<file path="config.mk">
export PLATFORM = sky130hd
export DESIGN_NAME = ecss_top
export DESIGN_NICKNAME = d
export VERILOG_FILES = /design/src/rtl/ecss_pkg.sv /design/src/rtl/ecss_top.sv
export VERILOG_INCLUDE_DIRS = /design/src /design/src/rtl
export SDC_FILE = /design/constraint.sdc
export NUM_CORES = 1
export LEC_CHECK = 0
export BUFFER_PORTS_ARGS = -buffer_cell sky130_fd_sc_hd__clkbuf_2
export CAP_MARGIN = 10
export CORE_MARGIN = 2
export CORE_UTILIZATION = 45
export DETAILED_ROUTE_END_ITERATION = 12
export GPL_ROUTABILITY_DRIVEN = 0
export GPL_TIMING_DRIVEN = 0
export PLACE_DENSITY_LB_ADDON = 0.1
export SLEW_MARGIN = 40
export SYNTH_ARGS = -nofsm -noshare
export SYNTH_HDL_FRONTEND = slang
export SYNTH_SLANG_ARGS = --single-unit
</file>
<file path="constraint.sdc">
create_clock -name CORE_CLK -period 6.1 [get_ports CORE_CLK]
set_input_delay 1.22 -clock CORE_CLK [delete_from_list [all_inputs] [get_ports CORE_CLK]]
set_output_delay 1.22 -clock CORE_CLK [all_outputs]
set_load 0.05 [all_outputs]
</file>
<file path="src/rtl/ecss_regs.svh">
`ifndef ECSS_REGS_SVH
`define ECSS_REGS_SVH
// ----------------------------------------------------------------------
// Register offsets (byte addresses, one 32-bit word each)
// ----------------------------------------------------------------------
`define ECSS_OFF_CTRL        12'h000
`define ECSS_OFF_SERVICE     12'h004
`define ECSS_OFF_RETRY       12'h008
`define ECSS_OFF_LOCAL_ADDR  12'h00C
`define ECSS_OFF_REMOTE_ADDR 12'h010
`define ECSS_OFF_RESTART     12'h014
`define ECSS_OFF_STATUS      12'h018
`define ECSS_OFF_AAL_IE      12'h01C
`define ECSS_OFF_BLLI_IE     12'h020
`define ECSS_OFF_PID_IE      12'h024
// ----------------------------------------------------------------------
// Field positions
// ----------------------------------------------------------------------
`define ECSS_CTRL_KIND_LSB   0
`define ECSS_CTRL_REMOTE_OK  2
`define ECSS_RETRY_LIMIT_LSB 16
`define ECSS_RESTART_VALUE   32'h0000_0001
// ----------------------------------------------------------------------
// Information element encodings
// ----------------------------------------------------------------------
`define ECSS_AAL_TYPE1       8'h01
`define ECSS_SUBTYPE_CIRCUIT 8'h02
`define ECSS_RATE_DS3        8'h07
`define ECSS_RATE_E3         8'h12
`define ECSS_CLK_NULL        8'h00
`define ECSS_CLK_RESIDUAL    8'h01
`define ECSS_CLK_ADAPTIVE    8'h02
`define ECSS_L3_MULTIPROTO   5'h0B
`define ECSS_OCT7A_SNAP      8'h40
`define ECSS_OCT7B_SNAP      8'h00
`define ECSS_PID_UNSTRUCT    16'h0000
`define ECSS_PID_BASIC       16'h0006
`define ECSS_PID_E1_CAS      16'h0007
`define ECSS_PID_DS1SF_CAS   16'h0008
`define ECSS_PID_DS1ESF_CAS  16'h0009
`define ECSS_PID_J2_CAS      16'h000B
// ----------------------------------------------------------------------
// Reset values and timing
// ----------------------------------------------------------------------
`define ECSS_RST_RETRY       32'h0000_0064
`define ECSS_RETRY_UNIT_US   10
`define ECSS_CLK_MHZ         100
`define ECSS_RETRY_UNIT_CYC  (`ECSS_RETRY_UNIT_US * `ECSS_CLK_MHZ)
`endif

</file>
<file path="src/rtl/ecss_pkg.sv">
package ecss_pkg;
  // Connection kind
  typedef enum logic [1:0] {
    ECSS_KIND_PVC    = 2'b00,
    ECSS_KIND_CALL   = 2'b01,
    ECSS_KIND_LISTEN = 2'b10,
    ECSS_KIND_IDLE   = 2'b11
  } ecss_kind_e;
  // Service selector for the setup elements
  typedef enum logic [3:0] {
    ECSS_SVC_DS3    = 4'h0,
    ECSS_SVC_E3     = 4'h1,
    ECSS_SVC_BASIC  = 4'h2,
    ECSS_SVC_E1CAS  = 4'h3,
    ECSS_SVC_SFCAS  = 4'h4,
    ECSS_SVC_ESFCAS = 4'h5,
    ECSS_SVC_J2CAS  = 4'h6
  } ecss_svc_e;
  // Call sequencer states
  typedef enum logic [2:0] {
    ECSS_ST_IDLE    = 3'b000,
    ECSS_ST_CALLING = 3'b001,
    ECSS_ST_ACTIVE  = 3'b010,
    ECSS_ST_WAIT    = 3'b011,
    ECSS_ST_HALTED  = 3'b100,
    ECSS_ST_PVC     = 3'b101,
    ECSS_ST_LISTEN  = 3'b110
  } ecss_state_e;
  // Signalling requests toward the network
  typedef struct packed {
    logic setup;
    logic release_out;
    logic accept_in;
    logic release_in;
  } ecss_sig_s;
endpackage

</file>
<file path="src/rtl/ecss_top.sv">
// Summary of operation
// - Unstructured calls code AAL type 0x01 and subtype 0x02.
// - DS3 unstructured calls code rate 0x07 (44736 kbit/s).
// - E3 unstructured calls code rate 0x12 (34368 kbit/s).
// - Clock recovery: 0x00 null, 0x01 residual timestamp, 0x02 adaptive.
// - Low-layer octet 7 layer-3 protocol coded 01011.
// - Octets 7a/7b coded 0x40 and 0x00 for SNAP identifier.
// - Octets 8.1-8.3 carry the fixed organizational identifier.
// - Protocol id 0x0000 unstructured, 0x0006 basic Nx64.
// - CAS protocol ids: E1 0x0007, SF 0x0008, ESF 0x0009, J2 0x000B.
// - Listening mode only waits; never originates a call.
// - Calling mode attempts calls periodically when no call is up.
// - Kind selects PVC attach, calling procedure, or accepting calls.
// - Selecting calling mode creates the auto-call entry automatically.
// - Call only with remote address set, link up, no call active.
// - Remote address change during a call in calling mode clears it.
// - Retry failed calls per initial period below nonzero limit.
// - At the limit, attempts stop until management intervenes.
// - Restart write clears failure count and restarts calling.
// - No parameter negotiation; unsupported parameters just fail.
// - Collision: accept incoming if source < destination, else clear it.
// - Retry period gets a random offset and progressive backoff.
`timescale 1ns/1ns
`default_nettype none
`include "ecss_regs.svh"
module ecss_top
  import ecss_pkg::*;
#(
  parameter int ADDR_W = 20,              // Width of endpoint address
  parameter int CNT_W  = 16,              // Width of failure counter
  parameter logic [23:0] ORG_ID = 24'h12_3456 // Arbitrary identifier value
) (
  input  wire  logic              CORE_CLK,     // System clock
  input  wire  logic              RST,          // Sync reset, high
  input  wire  logic              PSEL,         // APB select
  input  wire  logic              PENABLE,      // APB enable
  input  wire  logic              PWRITE,       // APB direction
  input  wire  logic [11:0]       PADDR,        // APB address
  input  wire  logic [31:0]       PWDATA,       // APB write data
  output var   logic [31:0]       PRDATA,       // APB read data
  output var   logic              PREADY,       // APB ready
  output var   logic              PSLVERR,      // APB error
  input  wire  logic              LINK_UP,      // ATM link available
  input  wire  logic              CALL_CONNECTED, // Outgoing call connected
  input  wire  logic              CALL_FAILED,  // Outgoing call rejected
  input  wire  logic              CALL_CLEARED, // Established call cleared
  input  wire  logic              INCOMING,     // Valid incoming call
  input  wire  logic [ADDR_W-1:0] IN_SRC_ADDR,  // Incoming source address
  input  wire  logic [ADDR_W-1:0] IN_DST_ADDR,  // Incoming destination addr
  output var   ecss_sig_s         SIG_REQ,      // Signalling pulses
  output var   logic              PVC_ATTACH,   // Attach to provisioned PVC
  output var   logic              LISTEN_READY, // Accepting incoming calls
  output var   logic              CALL_UP       // A call is established
);

  // --------------------------------------------------------------------
  // Registers
  // --------------------------------------------------------------------
  ecss_kind_e          kind;
  logic                remote_set;
  ecss_svc_e           svc;
  logic [1:0]          clk_method;
  logic [15:0]         retry_period;
  logic [CNT_W-1:0]    max_failed;
  logic [ADDR_W-1:0]   local_addr;
  logic [ADDR_W-1:0]   remote_addr;
  logic [CNT_W-1:0]    failed_cnt;
  logic                auto_entry;
  logic                restart_pulse;
  logic                remote_change;
  ecss_state_e         state;
  logic [31:0]         wait_cnt;
  logic [31:0]         backoff;
  logic [15:0]         lfsr;
  logic                apb_wr;
  logic                apb_rd;
  logic [31:0]         next_rdata;
  logic [7:0]          rate_code;
  logic [15:0]         pid_code;
  logic                limit_hit;
  logic                may_call;

  assign apb_wr = PSEL && PENABLE && PWRITE;
  assign apb_rd = PSEL && PENABLE && !PWRITE;

  // --------------------------------------------------------------------
  // APB ready: one wait state, one response per access
  // --------------------------------------------------------------------
  // Ready is registered, so each access takes exactly one extra cycle.
  always_ff @(posedge CORE_CLK) begin
    if (RST) begin
      PREADY <= 1'b0;
    end else begin
      PREADY <= PSEL && PENABLE && !PREADY;
    end
  end

  // Unmapped addresses answer with an error, writes there are dropped
  always_ff @(posedge CORE_CLK) begin
    if (RST) begin
      PSLVERR <= 1'b0;
    end else begin
      PSLVERR <= PSEL && PENABLE && !PREADY && (PADDR > `ECSS_OFF_PID_IE || PADDR[1:0] != 2'b00);
    end
  end

  // --------------------------------------------------------------------
  // Configuration registers
  // --------------------------------------------------------------------
  // Writes land in the cycle where PREADY is raised toward the master
  always_ff @(posedge CORE_CLK) begin
    if (RST) begin
      kind         <= ECSS_KIND_IDLE;
      remote_set   <= 1'b0;
      svc          <= ECSS_SVC_DS3;
      clk_method   <= 2'b00;
      retry_period <= 16'(`ECSS_RST_RETRY);
      max_failed   <= '0;
      local_addr   <= '0;
      remote_addr  <= '0;
    end else if (apb_wr && !PREADY) begin
      case (PADDR)
        `ECSS_OFF_CTRL: begin
          kind       <= ecss_kind_e'(PWDATA[`ECSS_CTRL_KIND_LSB +: 2]);
          remote_set <= PWDATA[`ECSS_CTRL_REMOTE_OK];
        end
        `ECSS_OFF_SERVICE: begin
          svc        <= ecss_svc_e'(PWDATA[3:0]);
          clk_method <= PWDATA[9:8];
        end
        `ECSS_OFF_RETRY: begin
          retry_period <= PWDATA[15:0];
          max_failed   <= PWDATA[`ECSS_RETRY_LIMIT_LSB +: CNT_W];
        end
        `ECSS_OFF_LOCAL_ADDR:  local_addr  <= PWDATA[ADDR_W-1:0];
        `ECSS_OFF_REMOTE_ADDR: remote_addr <= PWDATA[ADDR_W-1:0];
        default: ;
      endcase
    end
  end

  // Restart strobe and remote-address change strobe
  always_ff @(posedge CORE_CLK) begin
    if (RST) begin
      restart_pulse <= 1'b0;
      remote_change <= 1'b0;
    end else begin
      restart_pulse <= apb_wr && !PREADY && PADDR == `ECSS_OFF_RESTART
                       && PWDATA == `ECSS_RESTART_VALUE;
      remote_change <= apb_wr && !PREADY && PADDR == `ECSS_OFF_REMOTE_ADDR
                       && PWDATA[ADDR_W-1:0] != remote_addr;
    end
  end

  // Auto-call entry exists whenever calling mode is selected
  always_ff @(posedge CORE_CLK) begin
    if (RST) begin
      auto_entry <= 1'b0;
    end else begin
      auto_entry <= (kind == ECSS_KIND_CALL);
    end
  end

  // --------------------------------------------------------------------
  // Setup element encodings
  // --------------------------------------------------------------------
  // Rate code only meaningful for the unstructured services
  always_comb begin
    rate_code = (svc == ECSS_SVC_E3) ? `ECSS_RATE_E3 : `ECSS_RATE_DS3;
    case (svc)
      ECSS_SVC_BASIC:  pid_code = `ECSS_PID_BASIC;
      ECSS_SVC_E1CAS:  pid_code = `ECSS_PID_E1_CAS;
      ECSS_SVC_SFCAS:  pid_code = `ECSS_PID_DS1SF_CAS;
      ECSS_SVC_ESFCAS: pid_code = `ECSS_PID_DS1ESF_CAS;
      ECSS_SVC_J2CAS:  pid_code = `ECSS_PID_J2_CAS;
      default:         pid_code = `ECSS_PID_UNSTRUCT;
    endcase
  end

  // --------------------------------------------------------------------
  // Call sequencer
  // --------------------------------------------------------------------
  assign limit_hit = (max_failed != '0) && (failed_cnt >= max_failed);
  assign may_call  = auto_entry && remote_set && LINK_UP && !limit_hit;

  // Random jitter avoids both ends retrying in lock step
  always_ff @(posedge CORE_CLK) begin
    if (RST) begin
      lfsr <= 16'hACE1;
    end else begin
      lfsr <= {lfsr[14:0], lfsr[15] ^ lfsr[13] ^ lfsr[12] ^ lfsr[10]};
    end
  end

  // Failed attempts counted and held until restart
  always_ff @(posedge CORE_CLK) begin
    if (RST) begin
      failed_cnt <= '0;
    end else if (restart_pulse) begin
      failed_cnt <= '0;
    end else if (state == ECSS_ST_CALLING && CALL_FAILED && !(&failed_cnt)) begin
      failed_cnt <= failed_cnt + 1'b1;
    end
  end

  // Main connection state machine; no parameter renegotiation is tried
  always_ff @(posedge CORE_CLK) begin
    if (RST) begin
      state    <= ECSS_ST_IDLE;
      wait_cnt <= '0;
      backoff  <= '0;
      SIG_REQ  <= '0;
    end else begin
      SIG_REQ <= '0;
      case (state)
        ECSS_ST_IDLE: begin
          if (kind == ECSS_KIND_PVC) begin
            state <= ECSS_ST_PVC;
          end else if (kind == ECSS_KIND_LISTEN) begin
            state <= ECSS_ST_LISTEN;
          end else if (may_call) begin
            state          <= ECSS_ST_CALLING;
            SIG_REQ.setup  <= 1'b1;
          end
        end
        ECSS_ST_CALLING: begin
          // Leaving calling mode abandons the attempt in flight
          if (kind != ECSS_KIND_CALL) begin
            SIG_REQ.release_out <= 1'b1;
            state               <= ECSS_ST_IDLE;
          end else if (INCOMING) begin
            if (IN_SRC_ADDR < IN_DST_ADDR) begin
              SIG_REQ.accept_in   <= 1'b1;
              SIG_REQ.release_out <= 1'b1;
              state               <= ECSS_ST_ACTIVE;
            end else begin
              SIG_REQ.release_in <= 1'b1;
            end
          end else if (CALL_CONNECTED) begin
            state   <= ECSS_ST_ACTIVE;
            backoff <= '0;
          end else if (CALL_FAILED) begin
            state    <= ECSS_ST_WAIT;
            wait_cnt <= 32'({retry_period, 4'h0}) * `ECSS_RETRY_UNIT_CYC / 16
                        + backoff + 32'(lfsr[7:0]);
            backoff  <= backoff + 32'(`ECSS_RETRY_UNIT_CYC);
          end
        end
        ECSS_ST_ACTIVE: begin
          if (remote_change && kind == ECSS_KIND_CALL) begin
            SIG_REQ.release_out <= 1'b1;
            state               <= ECSS_ST_IDLE;
          end else if (kind == ECSS_KIND_PVC || kind == ECSS_KIND_IDLE) begin
            SIG_REQ.release_out <= 1'b1;
            state               <= ECSS_ST_IDLE;
          end else if (CALL_CLEARED) begin
            state <= (kind == ECSS_KIND_LISTEN) ? ECSS_ST_LISTEN : ECSS_ST_IDLE;
          end
        end
        ECSS_ST_WAIT: begin
          if (kind != ECSS_KIND_CALL) begin
            state <= ECSS_ST_IDLE;
          end else if (limit_hit) begin
            state <= ECSS_ST_HALTED;
          end else if (wait_cnt == 32'd0) begin
            state <= ECSS_ST_IDLE;
          end else begin
            wait_cnt <= wait_cnt - 32'd1;
          end
        end
        ECSS_ST_HALTED: begin
          if (restart_pulse || kind != ECSS_KIND_CALL) begin
            state   <= ECSS_ST_IDLE;
            backoff <= '0;
          end
        end
        ECSS_ST_PVC: begin
          if (kind != ECSS_KIND_PVC) state <= ECSS_ST_IDLE;
        end
        ECSS_ST_LISTEN: begin
          if (kind != ECSS_KIND_LISTEN) begin
            state <= ECSS_ST_IDLE;
          end else if (INCOMING) begin
            SIG_REQ.accept_in <= 1'b1;
            state             <= ECSS_ST_ACTIVE;
          end
        end
        default: state <= ECSS_ST_IDLE;
      endcase
    end
  end

  // --------------------------------------------------------------------
  // Status outputs
  // --------------------------------------------------------------------
  always_ff @(posedge CORE_CLK) begin
    if (RST) begin
      PVC_ATTACH   <= 1'b0;
      LISTEN_READY <= 1'b0;
      CALL_UP      <= 1'b0;
    end else begin
      PVC_ATTACH   <= (state == ECSS_ST_PVC);
      LISTEN_READY <= (state == ECSS_ST_LISTEN);
      CALL_UP      <= (state == ECSS_ST_ACTIVE);
    end
  end

  // --------------------------------------------------------------------
  // Read mux
  // --------------------------------------------------------------------
  always_comb begin
    next_rdata = 32'h0000_0000;
    case (PADDR)
      `ECSS_OFF_CTRL:        next_rdata = {29'h0, remote_set, kind};
      `ECSS_OFF_SERVICE:     next_rdata = {22'h0, clk_method, 4'h0, svc};
      `ECSS_OFF_RETRY:       next_rdata = {CNT_W'(max_failed), retry_period};
      `ECSS_OFF_LOCAL_ADDR:  next_rdata = 32'(local_addr);
      `ECSS_OFF_REMOTE_ADDR: next_rdata = 32'(remote_addr);
      `ECSS_OFF_STATUS:      next_rdata = {CNT_W'(failed_cnt), 8'h0, 3'h0, auto_entry, limit_hit, state};
      `ECSS_OFF_AAL_IE:      next_rdata = {`ECSS_AAL_TYPE1, `ECSS_SUBTYPE_CIRCUIT,
                                           rate_code, 6'h0, clk_method};
      `ECSS_OFF_BLLI_IE:     next_rdata = {3'h0, `ECSS_L3_MULTIPROTO,
                                           `ECSS_OCT7A_SNAP, `ECSS_OCT7B_SNAP,
                                           ORG_ID[23:16]};
      // Octet 8.1 rides in the low byte above; octets 8.2-8.3 and the
      // two protocol id octets fill this word, so all five are readable
      // without widening the register map.
      `ECSS_OFF_PID_IE:      next_rdata = {ORG_ID[15:0], pid_code};
      default:               next_rdata = 32'h0000_0000;
    endcase
  end

  // Read data registered alongside PREADY
  always_ff @(posedge CORE_CLK) begin
    if (RST) begin
      PRDATA <= 32'h0000_0000;
    end else if (apb_rd && !PREADY) begin
      PRDATA <= next_rdata;
    end
  end

endmodule // ecss_top
`default_nettype wire

</file>
# Yosys cells after proc, flatten, opt, wreduce, memory -nomap -nowiden
# Index checks and enable logic that the tools add are counted.
# classes
add_sub_neg	5
n_mul	1
order_cmp	3
eq_ne	44
n_mux	49
bitwise	6
n_reduce_logical	46
# op_table
operator	count
32-bit 2-to-1 mux	12
32-bit case mux with 9 select lines	1
32-bit case mux with 2 select lines	2
3-bit 2-to-1 mux	20
12-bit by 5-bit == test with 1-bit output (second input constant)	4
26-bit by 32-bit adder with 32-bit output	1
32-bit by 10-bit adder with 32-bit output (second input constant)	1
32-bit by 8-bit adder with 32-bit output	1
32-bit by 1-bit == test with 1-bit output (second input constant)	1
32-bit logical NOT	1
32-bit by 1-bit subtractor with 32-bit output (second input constant)	1
12-bit by 4-bit == test with 1-bit output (second input constant)	2
12-bit by 6-bit == test with 1-bit output (second input constant)	2
16-bit by 7-bit multiplier with 23-bit output (second input constant)	1
3-bit case mux with 7 select lines	1
20-bit less-than comparator	1
2-bit inequality test (second input constant)	10
20-bit inequality test	1
4-bit case mux with 5 select lines	1
1-bit logical AND	18
16-bit by 1-bit adder with 16-bit output (second input constant)	1
16-bit greater-or-equal comparator	1
16-bit AND reduction	1
8-bit AND reduction	2
32 further kinds	67
# word_totals
reg_bits	224
inputBits	94
elab_cells	180

# Logic depth before layout (Yosys ltp)
# Gate-level depths: netlist of the first run.
# depth
depth_word	8
ltp_mapped	28

# Worst setup path after synthesis of the first run
# No wires, ideal clock.
# synth_path
kind	register to register
from	register retry_period[1]
to	register wait_cnt[30]
setup_time_ns	0.075
arrival_time_ns	6.365
required_ns	6.025
path_slack_ns	-0.340
path_stages_with_launch	27
n_path_buf	0
period_less_slack_ns	6.440
path_cell_list	dfxtp_1 -> inv_1 -> fa_1 -> fa_1 -> fa_1 -> fa_1 -> inv_1 -> ha_1 -> o21ai_0 -> a21oi_1 -> o211a_1 -> o21a_1 -> o21ai_0 -> nand2b_1 -> a21oi_1 -> xnor2_1 -> ha_1 -> ha_1 -> nand2_1 -> nor2_1 -> o221ai_1 -> o21ai_0 -> a21oi_1 -> o31ai_1 -> nand2_1 -> or4_1 -> a31oi_1
# synth_between
elab_chain_len	8
# synth_rtl
element	line_no	rtl
from (decl)	ecss_top.sv:63	logic [15:0] retry_period;
from (signal assigned)	ecss_top.sv:117	retry_period <= 16'(`ECSS_RST_RETRY);
from (signal assigned)	ecss_top.sv:132	retry_period <= PWDATA[15:0];
16-bit by 7-bit multiplier with 23-bit output (no line)	--	
26-bit by 32-bit adder with 32-bit output	ecss_top.sv:244	wait_cnt <= 32'({retry_period, 4'h0}) * `ECSS_RETRY_UNIT_CYC / 16
32-bit by 8-bit adder with 32-bit output	ecss_top.sv:244	
32-bit 2-to-1 mux	ecss_top.sv:242	end else if (CALL_FAILED) begin
32-bit 2-to-1 mux	ecss_top.sv:239	end else if (CALL_CONNECTED) begin
32-bit 2-to-1 mux	ecss_top.sv:231	end else if (INCOMING) begin
32-bit 2-to-1 mux	ecss_top.sv:228	if (kind != ECSS_KIND_CALL) begin
32-bit case mux with 2 select lines	ecss_top.sv:215	case (state)
to (signal assigned)	ecss_top.sv:244	
to (signal assigned)	ecss_top.sv:268	wait_cnt <= wait_cnt - 32'd1;
to (decl)	ecss_top.sv:72	logic [31:0] wait_cnt;
# Every way passes these cells. The select of a mux whose other input is x is not followed.
# A chain may end at the register's enable or synchronous reset.

# Worst setup path in the final report of the first run
# layout_path
from	register retry_period[2]
to	register wait_cnt[27]
# Same word-level chain as after synthesis.

==> qor.csv, run 1 <==
stage,metric,value,unit
cts,Clock Tree Root,clkbuf_16,
routing,WL per Instance,18.7,um
logic_synthesis,number of synthesized flops with an enable pin,0,
routing,DR vias,14300,
sta,Worst-Margin Slew,852,ps
job,Max Cap Viol,0,
sta,Setup TNS Final,-546,ps
sta,minimum clock period after layout,6280,ps
critical_path,CP Max Fanout,4,
logic_synthesis,YS warnings,0,
power,PD cells,205,nW/um^2
die,total die area,35000,um^2
routing,1st-iter DRT viols,1003,
layout,Area Growth Syn to Fin,19.5,%
layout,Final nets,2352,
die,I/O pins,135,
power,Worst VDD drop,0.000190,V
sta,final hold vios,0,
sta,fin crit share,103,%
critical_path,CP arrival,6740,ps
logic_synthesis,syn avg cell area,8.04,um^2
global_route,initial antenna violation count,1,
critical_path,CP peak stage delay,550,ps
routing,drt drc,0,
placed_design,IO Port Bufs,131,
routing,Routed WL,47.4,mm
sta,Final Skew,8.61,ps
sta,setup ws final,-177,ps
critical_path,crit start category,flop,
die,# rows,67,
cts,maximum clock insertion buffer count,3,
global_route,met1 Use GR,34.6,%
logic_synthesis,Post-Syn Instances,1874,
global_route,largest net degree at the start of global routing,14,
placed_design,Post-Place Setup Slack,-841,ps
sta,setup violators final,7,
logic_synthesis,Mapped Area,15100,um^2
cts,H-tree depth,1,
critical_path,reg2reg path depth,25,
logic_synthesis,synth unique cells,79,
sta,fmax,159,MHz
global_route,layer with the highest usage,met2,
outcome,failing checks,negative setup slack,
global_route,grt met3 use,4.17,%
die,die width,187,um
placed_design,DP HPWL,36.5,mm
critical_path,crit end category,flop,
critical_path,Crit Path Class,flop to flop,
logic_synthesis,share of flip-flops with an asynchronous set or reset,0,%
critical_path,critical path's most frequent cell,fa_1,
outcome,status,finished with violations,
logic_synthesis,synthesized flop and latch total,221,
global_route,first-pass GRT wire length,74.7,mm
layout,Ant. Diodes,0,
logic_synthesis,post-synth net total,2163,
logic_synthesis,Synth top area share,29.4,%
cts,clock buffer count from CTS,27,
logic_synthesis,most numerous cell in the Yosys netlist,nand2_1,
cts,Clock transition at path regs,60,ps
logic_synthesis,"Top FF cell, synth",dfxtp_1,
cts,Hold Buf Count CTS,0,
critical_path,flop2flop setup slack,-180,ps
die,CORE AREA,33300,um^2
global_route,GRT Residual Overflow,0,
routing,Pre-Repair DR Iteration Count,6,
logic_synthesis,most area-consuming cells after synthesis,"dfxtp_1 (29%), ha_1 (11%), fa_1 (7.8%), nand2_1 (6.5%), a21oi_1 (6.4%)",
layout,share of layout cells above drive strength 1,15.7,%
routing,DR vias/cell,5.65,
sta,RSZ-0062 raised after global routing,yes,
die,DIE HEIGHT,187,um
min_path,Cells on Worst Hold Path,1,
sta,count of pins over their slew limit,0,
critical_path,Critical-path top delay cell,fa_1,
routing,Detail Route Antenna Nets,0,
min_path,Hold Path Class,flop to flop,
layout,Util after Layout,54.1,%
sta,Max-slew headroom,43.2,%
logic_synthesis,top cell type by total area after synthesis,dfxtp_1,
global_route,Total GRT Usage,26.5,%
logic_synthesis,Commonest cells post-synth,"nand2_1 (262), dfxtp_1 (221), a21oi_1 (194)",
cts,clk sinks,221,
global_route,vias in the first global route,13800,
critical_path,Critical Path RT,6570,ps
cts,Worst-Skew Late Latency,550,ps
cts,CTS tree,built,
power,leak pwr,7.42,nW
logic_synthesis,"Seq/Total Area, Yosys",29.4,%
power,Pwr Total,3.70,mW
die,Initial Util,45.3,%
global_route,met2 Use GR,44.6,%
## flip-flops by register name (all words and copies together) (netlist names), 3 cells and up
signal,count
max_failed,16
remote_addr,20
svc,4
lfsr,16
SIG_REQ,4
PRDATA,32
state,3
backoff,29
failed_cnt,16
wait_cnt,32
local_addr,20
retry_period,16
## cells by family (layout without fill, tap and decap cells)
family	Yosys count	count (layout)	synth area share (%)
compound gates	443	443	18.5
xor+xnor	103	103	5.99
fa+ha+maj	195	195	19.1
buf+inv	229	438	5.94
flops	221	221	29.4
mux	6	6	0.399
other cells	1	1	0.0249
simple gates	676	676	20.7
## through the flow
stage                     hold slack, ps  area (um^2)  std cells
after global placement               394        16300       2453
after CTS                            409        17700       2523
after floorplan                      389        15100       1874
after detailed placement             396        16300       2453
final                                406        18000       2531
after global routing                 425        18000       2531
## what timing repair did
action	4_1_cts	5_1_grt
pin swaps	38	57
gates resized for setup	81	36
endpoints found under the setup margin	14	13
setup buffers	22	8
## report_power, final
group          leakage [nW]  switching, mW  internal, mW  total [mW]
clock network         0.461          0.656          1.05        1.70
logic                  5.16          0.333         0.172       0.505
registers              1.79         0.0228          1.47        1.49
## final timing paths
kind	end	start
min	lfsr[15]	lfsr[14]
max reg2reg	wait_cnt[27]	retry_period[2]
max	wait_cnt[27]	retry_period[2]
min reg2reg	lfsr[15]	lfsr[14]
## layout make-up
cell class | instances | area [um^2]
clock buffers | 40 | 815
fillers | 3222 | 15300
flip-flops and latches | 221 | 4470
multi-input cells | 1424 | 10200
well taps | 448 | 561
clock inverters | 9 | 133
inverters | 145 | 564
plain buffers | 83 | 349
repair buffers | 161 | 885
## critical path: cells and delay by family, from the launching register on
kind            cells  cell delay, ps
flops               1             360
simple gates        5             900
compound gates      8            1580
fa+ha+maj           7            2760
buf+inv             3             280
xor+xnor            2             310
## layout by cell type (no fill, tap or decap), types with 7 or more instances in the layout
| cell type | instances |
|---|---|
| ha_1 | 123 |
| a31oi_1 | 9 |
| ha_4 | 11 |
| nand2_1 | 259 |
| a21oi_2 | 11 |
| nand3_1 | 47 |
| or3_1 | 11 |
| o21ai_0 | 57 |
| a211oi_2 | 7 |
| o211ai_1 | 8 |
| nand2b_1 | 10 |
| nor4_1 | 32 |
| a21o_1 | 24 |
| a211oi_1 | 15 |
| fa_1 | 57 |
| a21oi_1 | 183 |
| and3_1 | 9 |
| dfxtp_4 | 12 |
| a221oi_1 | 15 |
| a22oi_1 | 19 |
| clkbuf_8 | 9 |
| nor2b_1 | 19 |
| o21bai_1 | 7 |
| clkbuf_2 | 133 |
| inv_1 | 133 |
| xnor2_1 | 49 |
| dfxtp_1 | 209 |
| xor2_1 | 53 |
| nor2_1 | 167 |
| nand4_1 | 24 |
| clkbuf_1 | 76 |
| a222oi_1 | 12 |
| nor3_1 | 35 |
| clkbuf_16 | 27 |
| o21ai_1 | 8 |
| buf_4 | 29 |
## per-layer routing
| metal | vias to the layer above | part of all wire [%] |
|---|---|---|
| li1 | 6929 | - |
| met1 | 6766 | 43 |
| met2 | 509 | 47 |
| met3 | 104 | 7.0 |
| met4 | 2 | 3.5 |
| met5 | - | 0.027 |
Power figures use the tool's default switching activity.
==> inputs of run 2 (changes only) <==
--- a/config.mk
+++ b/config.mk
@@ -13,8 +13,8 @@
 export DETAILED_ROUTE_END_ITERATION = 12
 export GPL_ROUTABILITY_DRIVEN = 0
 export GPL_TIMING_DRIVEN = 0
+export MAX_ROUTING_LAYER = met4
 export PLACE_DENSITY_LB_ADDON = 0.1
-export SLEW_MARGIN = 40
 export SYNTH_ARGS = -nofsm -noshare
 export SYNTH_HDL_FRONTEND = slang
 export SYNTH_SLANG_ARGS = --single-unit
==> constraint.sdc (replaced) <==
create_clock -name CORE_CLK -period 7.9 [get_ports CORE_CLK]
set_input_delay 1.58 -clock CORE_CLK [delete_from_list [all_inputs] [get_ports CORE_CLK]]
set_output_delay 1.58 -clock CORE_CLK [all_outputs]
set_load 0.05 [all_outputs]
==> run 2 against run 1 <==
- the flow now finishes without violations
- non-clock buffer count down 27
- utilization down 2.3 points
- total power down 23%
- clock power down 22%
- sequential cell count unchanged
- register-to-register slack better by 750 ps
- clock skew up 15 ps
- wire length down 1.5%
- critical path type unchanged
- highest routed layer is now met4
==> qor.csv, run 2 (synthesized netlist as in run 1, its figures left out) <==
stage,metric,value,unit,change
outcome,status,"finished, final reports clean",,
layout,biggest registers after layout,"PRDATA: 32 flops, wait_cnt: 32 flops, backoff: 29 flops",,
critical_path,crit start category,flop,,
sta,final hold vios,0,,unchanged
routing,WL per Instance,18.7,um,-0.35%
layout,design area,17200,um^2,-4.2%
routing,drt drc,0,,unchanged
global_route,GRT Residual Overflow,0,,unchanged
routing,Routed WL,46.6,mm,-1.5%
cts,clock buffer count from CTS,26,,-3.7%
critical_path,"CP delay by family, top",adder cells,,
layout,Area Growth Syn to Fin,14.4,%,
critical_path,critical path's most frequent cell,fa_1,,
cts,maximum clock insertion buffer count,3,,unchanged
sta,setup violators final,0,,-7
power,PD cells,166,nW/um^2,-19%
routing,1st-iter DRT viols,1065,,+6.2%
critical_path,Critical-path top delay cell,dfxtp_1,,
die,# rows,67,,unchanged
global_route,first-pass GRT wire length,75.0,mm,+0.40%
sta,count of pins over their slew limit,0,,unchanged
layout,share of layout cells above drive strength 1,9.94,%,-5.8 points
routing,DR vias,14100,,-1.8%
sta,RSZ-0062 raised after global routing,no,,
global_route,largest net degree at the start of global routing,14,,unchanged
sta,Setup TNS Final,0,ps,+546 ps
sta,Final Skew,23.8,ps,+15.2 ps
placed_design,placed cell area,16300,um^2,-0.35%
layout,Ant. Diodes,0,,unchanged
job,Max Cap Viol,0,,unchanged
cts,Clock Tree Root,clkbuf_16,,
critical_path,Crit Path Class,flop to flop,,
layout,Final nets,2324,,-1.2%
critical_path,crit end category,flop,,
sta,Worst-Margin Slew,1040,ps,+183 ps
power,leak pwr,7.21,nW,-2.8%
cts,clk sinks,221,,unchanged
die,Initial Util,45.3,%,unchanged
global_route,initial antenna violation count,0,,-1
cts,CTS tree,built,,
critical_path,flop2flop setup slack,570,ps,+750 ps
routing,Pre-Repair DR Iteration Count,6,,unchanged
layout,most frequent cells in the layout,"nand2_1 (262), dfxtp_1 (221), a21oi_1 (194)",,
cts,Clock transition at path regs,60,ps,about the same
critical_path,CP arrival,7710,ps,+970 ps
die,I/O pins,135,,unchanged
sta,Max-slew headroom,29.9,%,-13 points
routing,DR vias/cell,5.62,,-0.58%
power,Worst VDD drop,0.000138,V,-27%
cts,Hold Buf Count CTS,0,,unchanged
placed_design,IO Port Bufs,131,,unchanged
routing,Detail Route Antenna Nets,0,,unchanged
sta,minimum clock period after layout,7330,ps,+1050 ps
global_route,Total GRT Usage,27.3,%,+0.78 points
critical_path,CP peak stage delay,600,ps,+50 ps
sta,fin crit share,92.8,%,-10 points
global_route,vias in the first global route,13700,,-0.11%
die,CORE AREA,33300,um^2,unchanged
cts,H-tree depth,1,,unchanged
cts,CTS resizes,0,,-100%
die,die width,187,um,unchanged
sta,fmax,136,MHz,-14%
critical_path,WP buf/inv,3,,unchanged
placed_design,DP HPWL,36.6,mm,+0.28%
layout,FILL cells,3267,,+1.4%
critical_path,CP Max Fanout,8,,+4
cts,Worst-Skew Late Latency,550,ps,about the same
cts,Post-CTS Setup Inserts,0,,-100%
critical_path,Critical Path RT,8280,ps,+1710 ps
die,DIE HEIGHT,187,um,unchanged
layout,"most common cell after layout, fill and taps aside",nand2_1,,
min_path,Hold Path Class,flop to flop,,
die,total die area,35000,um^2,unchanged
## run 2: worst register-to-register path: cells and delay by family (launching register included)
kind / cells / cell delay, ps
XOR/XNOR: 2 / 390
AO/OA/AOI/OAI: 10 / 2210
buffers and inverters: 3 / 420
adder cells (fa/ha/maj): 7 / 2900
AND/OR/NAND/NOR: 4 / 660
flip-flops: 1 / 600
## run 2: layout make-up
cell class / instances / area (um^2) / share of cell area [%]
inverter: 145 / 544 / 3.16
clock inverter: 11 / 198 / 1.15
timing repair buffer: 133 / 668 / 3.87
clock buffer: 35 / 744 / 4.32
multi-input combinational: 1424 / 9750 / 56.6
buffer: 84 / 350 / 2.03
tap: 448 / 561 / 3.25
sequential: 221 / 4420 / 25.7
## run 2: per-stage QoR
| stage | total power, mW | util [%] | setup slack [ps] | hold slack, ps | instances |
|---|---|---|---|---|---|
| final | 2.86 | 51.8 | 569 | 407 | 2501 |
| after global routing | 2.96 | 51.8 | 19.8 | 421 | 2501 |
| after CTS | 2.88 | 51.8 | 430 | 410 | 2500 |
| after detailed placement | 1.55 | 48.9 | 483 | 396 | 2454 |
| after global placement | 1.55 | 48.9 | 535 | 393 | 2453 |
| after floorplan | 1.42 | - | 1460 | 389 | 1874 |
## run 2: per-layer routing
metal	wire length, um	GRT usage [%]
met2	22000	44.7
met5	0	-
met1	20100	34.7
met3	3100	3.71
met4	1440	8.97
## run 2: path summary, 6_finish.rpt
check | start | end | cells past startpoint
hold / removal | lfsr[9] | lfsr[10] | 1
hold reg to reg | lfsr[9] | lfsr[10] | 1
setup reg to reg | retry_period[1] | wait_cnt[29] | 26
setup / recovery | retry_period[1] | wait_cnt[29] | 26
## run 2: report_power, final
part           total (mW)  switching (mW)  internal [mW]
Sequential           1.15          0.0166           1.14
Clock                1.33           0.504          0.822
Combinational       0.381           0.251          0.130
Total                2.86           0.771           2.09
